==> config.mk <==
export PLATFORM = sky130hd
export DESIGN_NAME = opc_pad_power_ctrl
export DESIGN_NICKNAME = d
export VERILOG_FILES = /design/src/rtl/opc_pkg.sv /design/src/rtl/opc_pad_power_ctrl.sv /design/src/rtl/opc_sleep_decode.sv
export SDC_FILE = /design/constraint.sdc
export NUM_CORES = 1
export LEC_CHECK = 0
export BUFFER_PORTS_ARGS = -buffer_cell sky130_fd_sc_hd__buf_4
export CAP_MARGIN = 30
export CORE_ASPECT_RATIO = 1.2
export CORE_MARGIN = 1.5
export CORE_UTILIZATION = 40
export CTS_CLUSTER_SIZE = 20
export DETAILED_ROUTE_END_ITERATION = 10
export GPL_TIMING_DRIVEN = 0
export PLACE_DENSITY = 0.66
export SLEW_MARGIN = 10
export SYNTH_ARGS = -nofsm -noshare
export SYNTH_HDL_FRONTEND = slang
export SYNTH_SLANG_ARGS = --single-unit
==> constraint.sdc <==
create_clock -name ref_clk_i -period 1.2 [get_ports ref_clk_i]
set_input_delay 0.12 -clock ref_clk_i [delete_from_list [all_inputs] [get_ports ref_clk_i]]
set_output_delay 0.12 -clock ref_clk_i [all_outputs]
set_load 0.02 [all_outputs]
==> src/rtl/opc_pkg.sv <==
// constants, register map and pad mapping of the output pad buffer power control bank
package opc_pkg;

	// register bus geometry
	localparam int unsigned ADDR_W = 8;
	localparam int unsigned DATA_W = 8;
	localparam int unsigned FIELD_W = 24;
	localparam int unsigned DATA_PADS = 16;

	// register offsets
	localparam logic [7:0] OFS_PAD_OFF_LOW = 8'h0A;
	localparam logic [7:0] OFS_PAD_OFF_MID = 8'h0B;
	localparam logic [7:0] OFS_PAD_OFF_HIGH = 8'h0C;
	localparam logic [7:0] OFS_SLEEP_KEEP = 8'h0D;

	// reset values
	localparam logic [7:0] RST_PAD_OFF = 8'h00;
	localparam logic [7:0] RST_SLEEP_KEEP = 8'h00;
	localparam logic [7:0] RDATA_NONE = 8'h00;

	// field positions in the low, mid and high byte of the field
	localparam int unsigned LOW_LSB = 0;
	localparam int unsigned MID_LSB = 8;
	localparam int unsigned HIGH_LSB = 16;

	// field bit that shares its pad with the capture clock input
	localparam int unsigned CAPTURE_SHARED_BIT = 3;
	// field bit of the frame clock pad
	localparam int unsigned FRAME_CLOCK_BIT = 12;

	// field bit that gates each data pad, indexed by pad number
	localparam int unsigned PAD_BIT [DATA_PADS] = '{
		0, 1, 2, 3, 4, 20, 21, 7, 8, 22, 23, 17, 16, 15, 14, 13
	};

	// sleep mask field positions
	localparam int unsigned KEEP_BIAS_BIT = 5;
	localparam int unsigned KEEP_SAMPLE_CLK_BIT = 3;
	localparam int unsigned KEEP_REF_AMP_BIT = 2;
	localparam int unsigned BANDGAP_OFF_BIT = 1;
	localparam logic [7:0] SLEEP_KEEP_USED = 8'h2E;

	// recommended settings per output format
	localparam logic [7:0] REC_LOW_SDR = 8'h60;
	localparam logic [7:0] REC_LOW_DDR = 8'h7F;
	localparam logic [7:0] REC_LOW_SERIAL = 8'hFF;
	localparam logic [7:0] REC_MID_SDR = 8'h1E;
	localparam logic [7:0] REC_MID_DDR = 8'hFE;
	localparam logic [7:0] REC_MID_SERIAL = 8'hEF;
	localparam logic [7:0] REC_HIGH_PARALLEL = 8'h0C;
	localparam logic [7:0] REC_HIGH_SERIAL_2W = 8'hFC;
	localparam logic [7:0] REC_HIGH_SERIAL_1W = 8'hFD;

endpackage : opc_pkg

==> src/rtl/opc_pad_power_ctrl.sv <==
// output pad buffer power control register bank with sleep mask decode
`timescale 1ns/1ps
module opc_pad_power_ctrl #(
	parameter int unsigned FIELD_W   = opc_pkg::FIELD_W,    // width of the pad disable field
	parameter int unsigned DATA_PADS = opc_pkg::DATA_PADS   // number of data pads
) (
	input  wire logic                      ref_clk_i,                 // device clock, 200 MHz
	input  wire logic                      sys_rst_i,                 // asynchronous reset, active high
	// register access from the serial configuration port decoder
	input  wire logic                      reg_wr_i,                  // write strobe, one cycle
	input  wire logic                      reg_rd_i,                  // read strobe, one cycle
	input  wire logic [opc_pkg::ADDR_W-1:0] reg_addr_i,               // register offset
	input  wire logic [opc_pkg::DATA_W-1:0] reg_wdata_i,              // write data
	output logic      [opc_pkg::DATA_W-1:0] reg_rdata_o,              // read data, registered
	output logic                           reg_rvalid_o,              // read data valid, one cycle
	output logic                           reg_hit_o,                 // last access hit a bank register
	// controls held in other registers of the device
	input  wire logic                      global_sleep_i,            // global sleep request
	input  wire logic                      serial_pad_format_i,       // serial output format selected
	input  wire logic                      data_clock_off_i,          // data clock output power-down bit
	input  wire logic                      capture_clock_en_i,        // capture clock input enable bits
	// pad buffer controls
	output logic      [FIELD_W-1:0]        pad_buffer_off_bits_o,     // whole field, one means powered down
	output logic      [DATA_PADS-1:0]      data_pad_off_o,            // data pad buffers by pad number
	output logic                           frame_clock_output_off_o,  // frame clock pad buffer off
	output logic                           data_clock_output_off_o,   // data clock buffer off
	output logic                           capture_clock_input_en_o,  // capture clock input buffer on
	output logic                           capture_pad_conflict_o,    // serial format with shared pad driven
	// internal block power-down levels during global sleep
	output logic                           bias_off_o,                // bias currents off
	output logic                           sample_clk_off_o,          // sampling clock buffer off
	output logic                           ref_amp_off_o,             // reference amplifier off
	output logic                           bandgap_off_o              // bandgap reference off
);

	// address decode
	wire sel_low;
	wire sel_mid;
	wire sel_high;
	wire sel_keep;
	wire sel_any;

	assign sel_low  = (reg_addr_i == opc_pkg::OFS_PAD_OFF_LOW);
	assign sel_mid  = (reg_addr_i == opc_pkg::OFS_PAD_OFF_MID);
	assign sel_high = (reg_addr_i == opc_pkg::OFS_PAD_OFF_HIGH);
	assign sel_keep = (reg_addr_i == opc_pkg::OFS_SLEEP_KEEP);
	assign sel_any  = sel_low | sel_mid | sel_high | sel_keep;

	// write enables per register
	wire wr_low;
	wire wr_mid;
	wire wr_high;
	wire wr_keep;

	assign wr_low  = reg_wr_i & sel_low;
	assign wr_mid  = reg_wr_i & sel_mid;
	assign wr_high = reg_wr_i & sel_high;
	assign wr_keep = reg_wr_i & sel_keep;

	// storage: three disable bytes and the sleep keep mask
	logic [7:0] output_pad_disable_low_r;
	logic [7:0] output_pad_disable_mid_r;
	logic [7:0] output_pad_disable_high_r;
	logic [7:0] sleep_keep_mask_r;

	// next values of the storage
	wire [7:0] output_pad_disable_low_nxt;
	wire [7:0] output_pad_disable_mid_nxt;
	wire [7:0] output_pad_disable_high_nxt;
	wire [7:0] sleep_keep_mask_nxt;

	// every bit is plain read/write, unassigned bits included
	assign output_pad_disable_low_nxt  = wr_low  ? reg_wdata_i : output_pad_disable_low_r;
	assign output_pad_disable_mid_nxt  = wr_mid  ? reg_wdata_i : output_pad_disable_mid_r;
	assign output_pad_disable_high_nxt = wr_high ? reg_wdata_i : output_pad_disable_high_r;
	assign sleep_keep_mask_nxt         = wr_keep ? reg_wdata_i : sleep_keep_mask_r;

	// register update, all buffers enabled after reset
	always_ff @(posedge ref_clk_i or posedge sys_rst_i) begin
		if (sys_rst_i) begin
			output_pad_disable_low_r  <= opc_pkg::RST_PAD_OFF;
			output_pad_disable_mid_r  <= opc_pkg::RST_PAD_OFF;
			output_pad_disable_high_r <= opc_pkg::RST_PAD_OFF;
			sleep_keep_mask_r         <= opc_pkg::RST_SLEEP_KEEP;
		end else begin
			output_pad_disable_low_r  <= output_pad_disable_low_nxt;
			output_pad_disable_mid_r  <= output_pad_disable_mid_nxt;
			output_pad_disable_high_r <= output_pad_disable_high_nxt;
			sleep_keep_mask_r         <= sleep_keep_mask_nxt;
		end
	end

	// read data selection, unmapped offsets read zero
	wire [7:0] rdata_nxt;

	assign rdata_nxt = sel_low  ? output_pad_disable_low_r  :
	                   sel_mid  ? output_pad_disable_mid_r  :
	                   sel_high ? output_pad_disable_high_r :
	                   sel_keep ? sleep_keep_mask_r         :
	                   opc_pkg::RDATA_NONE;

	// read response registers
	logic [7:0] reg_rdata_r;
	logic       reg_rvalid_r;
	logic       reg_hit_r;

	// capture read data one cycle after the strobe
	always_ff @(posedge ref_clk_i or posedge sys_rst_i) begin
		if (sys_rst_i) begin
			reg_rdata_r  <= opc_pkg::RDATA_NONE;
			reg_rvalid_r <= 1'b0;
			reg_hit_r    <= 1'b0;
		end else begin
			reg_rdata_r  <= reg_rd_i ? rdata_nxt : reg_rdata_r;
			reg_rvalid_r <= reg_rd_i;
			reg_hit_r    <= (reg_rd_i | reg_wr_i) ? sel_any : reg_hit_r;
		end
	end

	assign reg_rdata_o  = reg_rdata_r;
	assign reg_rvalid_o = reg_rvalid_r;
	assign reg_hit_o    = reg_hit_r;

	// the whole disable field, low byte in the lowest bits
	wire [FIELD_W-1:0] field;

	assign field = {output_pad_disable_high_r, output_pad_disable_mid_r, output_pad_disable_low_r};
	assign pad_buffer_off_bits_o = field;

	// per data pad gate from its field bit
	genvar gi;
	generate
		for (gi = 0; gi < DATA_PADS; gi = gi + 1) begin : g_pad
			// a one powers the pad buffer down
			assign data_pad_off_o[gi] = field[opc_pkg::PAD_BIT[gi]];
		end
	endgenerate

	// frame clock pad from the second register
	assign frame_clock_output_off_o = field[opc_pkg::FRAME_CLOCK_BIT];

	// data clock buffer follows its own bit, never the field
	assign data_clock_output_off_o = data_clock_off_i;

	// capture clock input buffer follows its own enables, never the field
	assign capture_clock_input_en_o = capture_clock_en_i;

	// flag a serial format while the shared pad buffer is still driving
	assign capture_pad_conflict_o = serial_pad_format_i &
	                                ~field[opc_pkg::CAPTURE_SHARED_BIT];

	// sleep decode of the keep mask
	opc_sleep_decode u_sleep (
		.ref_clk_i        (ref_clk_i),
		.sys_rst_i        (sys_rst_i),
		.global_sleep_i   (global_sleep_i),
		.keep_mask_i      (sleep_keep_mask_r),
		.bias_off_o       (bias_off_o),
		.sample_clk_off_o (sample_clk_off_o),
		.ref_amp_off_o    (ref_amp_off_o),
		.bandgap_off_o    (bandgap_off_o)
	);

endmodule : opc_pad_power_ctrl

==> src/rtl/opc_sleep_decode.sv <==
// global sleep decode: turns the keep mask and the sleep request into block power-down levels
`timescale 1ns/1ps
module opc_sleep_decode (
	input  wire logic       ref_clk_i,          // device clock
	input  wire logic       sys_rst_i,          // asynchronous reset, active high
	input  wire logic       global_sleep_i,     // global sleep request, same clock domain
	input  wire logic [7:0] keep_mask_i,        // sleep keep mask register contents
	output logic            bias_off_o,         // bias currents powered down
	output logic            sample_clk_off_o,   // sampling clock buffer powered down
	output logic            ref_amp_off_o,      // reference amplifier powered down
	output logic            bandgap_off_o       // bandgap reference powered down
);

	// mask fields, only the assigned positions are looked at
	wire keep_bias_on;
	wire keep_sample_clock_buffer;
	wire keep_reference_amplifier;
	wire bandgap_off_in_sleep;

	assign keep_bias_on             = keep_mask_i[opc_pkg::KEEP_BIAS_BIT];
	assign keep_sample_clock_buffer = keep_mask_i[opc_pkg::KEEP_SAMPLE_CLK_BIT];
	assign keep_reference_amplifier = keep_mask_i[opc_pkg::KEEP_REF_AMP_BIT];
	assign bandgap_off_in_sleep     = keep_mask_i[opc_pkg::BANDGAP_OFF_BIT];

	// next power-down levels
	wire bias_off_nxt;
	wire sample_clk_off_nxt;
	wire ref_amp_off_nxt;
	wire bandgap_off_nxt;

	// keep bits hold their block up while asleep
	assign bias_off_nxt       = global_sleep_i & ~keep_bias_on;
	assign sample_clk_off_nxt = global_sleep_i & ~keep_sample_clock_buffer;
	assign ref_amp_off_nxt    = global_sleep_i & ~keep_reference_amplifier;
	// bandgap bit has the opposite sense: one lets it drop, slower wake-up
	assign bandgap_off_nxt    = global_sleep_i & bandgap_off_in_sleep;

	// power-down levels from flip-flops, all blocks up after reset
	logic bias_off_r;
	logic sample_clk_off_r;
	logic ref_amp_off_r;
	logic bandgap_off_r;

	// register the levels
	always_ff @(posedge ref_clk_i or posedge sys_rst_i) begin
		if (sys_rst_i) begin
			bias_off_r       <= 1'b0;
			sample_clk_off_r <= 1'b0;
			ref_amp_off_r    <= 1'b0;
			bandgap_off_r    <= 1'b0;
		end else begin
			bias_off_r       <= bias_off_nxt;
			sample_clk_off_r <= sample_clk_off_nxt;
			ref_amp_off_r    <= ref_amp_off_nxt;
			bandgap_off_r    <= bandgap_off_nxt;
		end
	end

	assign bias_off_o       = bias_off_r;
	assign sample_clk_off_o = sample_clk_off_r;
	assign ref_amp_off_o    = ref_amp_off_r;
	assign bandgap_off_o    = bandgap_off_r;

endmodule : opc_sleep_decode

==> reports/qor.yml <==
antennaDiodeCount: 0
ys_warn_count: 0
hold_class: "primary input to flip-flop"
cts_tree: "done"
grt_pass1_wl_mm: 8.39
dieArea_mm2: 0.00604
reg2reg_depth: 3
multi_input_area_um2: 905
syn_avg_cell_area_um2: 12.6
fin_setup_tns_ps: 0
cts_root_buf: "clkbuf_8"
layout_common_cells: "buf_4 (98), dfrtp_1 (46), mux2_2 (39)"
rows: 29
wl_per_cell_um: 16.0
required_ps: 1390
cts_buffers: 5
powerDensity_mw_per_mm2: 1050
layout-drive-gt1-share_pct: 59.8
ys_ff_latch: 46
min_period_ps: 1160
p_leak_uw: 0.00159
finalWeightedCongestion: 0.699
postSynthCellCount: 177
finalSetupViolCount: 0
cts.sinks: 46
tightest_slew_ps: 512
detail-route-antenna-nets: 0
status: "complete, no violations"
syn_area_mm2: 0.00223
grt_overflow: 0
setup_ws_ps: 42.1
slew_headroom_pct: 65.8
dr_total_vias: 1675
final_common_cell: "buf_4"
grt_pass1_vias: 1672
final_nets: 289
drt_iter0_markers: 91
area_delta_synth_final_pct: 37.6
worstSetupEndpointType: "flip-flop"
worstPathMaxFanout: 8
antenna_found_initial: 0
drv_slew: 0
fin_crit_sh_pct: 96.5
seq_area_mm2: 0.00115
ios: 82
worst_clock_skew_ps: 2.66
vias_per_cell: 5.11
track_usage_pct: 17.8
fmax_ghz: 0.864
maxCapViolations: 0
fillers: 501
utilization_pct: 57.6
rsz0062_at_grt: "no"
insertion_delay_ps: 300
finalHoldViolations: 0
coreArea_mm2: 0.00533
ys_types: 22
wl_mm: 5.24
peakVddDrop_v: 0.000673
startpoint_type: "primary input"
pre_cts_ws_ps: -502
dr.pass1.iters: 4
clock_path_buffers: 2
syn_nets: 201
dpl-instance-area_mm2: 0.00292
initial_core_util_pct: 41.9
place.detailed.hpwl_mm: 3.72
power.total_uw: 3230
min_delay_path_depth: 2
clk_pin_slew_ps: 80
crit_arrival_ps: 1340
drc_errors: 0
die_w_um: 71.2
die_y_um: 84.9
synth-seq-area-share_pct: 51.5
grt_max_degree: 26
portBuffers: 77
h-tree-depth: 2
stdcell_area_mm2: 0.00307
worstSetupPathType: "primary input to flip-flop"
worst max-delay path, cell delays in order:
cell	delay, ps
buf_4	120
nor4_4	260
buf_4	220
nand4_4	250
mux2_2	370
cell usage after synthesis (all sizes together):
| master | instances | area (µm²) |
|---|---|---|
| dfrtp | 46 | 1150 |
| mux2 | 39 | 439 |
| buf | 26 | 175 |
| nand2b | 9 | 56.3 |
| inv | 8 | 30.0 |
| o31ai | 8 | 60.1 |
| a22oi | 7 | 52.6 |
| nor2b | 7 | 43.8 |
| o32ai | 7 | 61.3 |
| nand4 | 4 | 50.1 |
| and2 | 3 | 20.0 |
| clkbuf | 2 | 7.51 |
| mux2i | 2 | 20.0 |
| nand2 | 2 | 7.51 |
| nor2 | 2 | 7.51 |
| nor3b | 2 | 15.0 |
| a31o | 1 | 8.76 |
| nor4 | 1 | 21.3 |
| o22ai | 1 | 6.26 |
final cells by class:
| cell class | instances | area share, % |
|---|---|---|
| well taps | 62 | 2.52 |
| repair buffers | 81 | 20.4 |
| inverters | 8 | 1.10 |
| clock inverters | 2 | 0.407 |
| plain buffers | 28 | 6.06 |
| clock buffers | 6 | 2.69 |
| flip-flops and latches | 46 | 37.4 |
| multi-input cells | 95 | 29.4 |
final timing paths:
path	slack, ps	from	to
worst max register to register	90	output_pad_disable_high_r[1]	reg_rdata_o[1]
worst min register to register	450	sleep_keep_mask_r[2]	u_sleep.ref_amp_off_o
min in group asynchronous	410	sys_rst_i	output_pad_disable_high_r[5]
worst min-delay path	60	global_sleep_i	u_sleep.bandgap_off_o
max in group asynchronous	310	sys_rst_i	output_pad_disable_mid_r[6]
worst max-delay path	40	reg_addr_i[4]	output_pad_disable_mid_r[4]
flip-flops by register name (all words and copies together) (netlist names), 8 cells and up:
name,flops
output_pad_disable_high_r,8
output_pad_disable_low_r,8
output_pad_disable_mid_r,8
reg_rdata_o,8
sleep_keep_mask_r,8
kinds of logic after synthesis:
logic type | after synthesis | share of synthesized area (%)
muxes | 41 | 20.6
buffers and inverters | 36 | 9.52
and+or+nand+nor | 30 | 9.92
AOI/OAI and AO/OA | 24 | 8.46
DFF | 46 | 51.5
per-stage QoR:
stage / hold WS (ps) / cells
2_1_floorplan: 137 / 177
3_3_place_gp: 239 / 316
4_1_cts: 57.6 / 328
3_5_place_dp: 191 / 317
6_report: 64.1 / 328
5_1_grt: 64.8 / 328
where the power goes:
group          internal [µW]  total (µW)  switching, µW
Combinational            283         579            297
Clock                    463         992            529
Sequential              1610        1660           48.2
Total                   2350        3230            874
layer usage:
layer  GRT usage, %  wire length, µm
met5              0                0
met4           5.66               61
met3           3.09              279
met2           30.3             2720
met1           23.0             2180
repair_timing:
item | in CTS | in global routing
hold buffers | 2 | 0
gates resized for setup | 4 | 2
pin swaps | 1 | 0
hold endpoints to repair | 22 | 0
buffers inserted | 1 | 0
setup endpoints to repair | 32 | 2
Note: power is estimated with default switching activity, not from simulation.
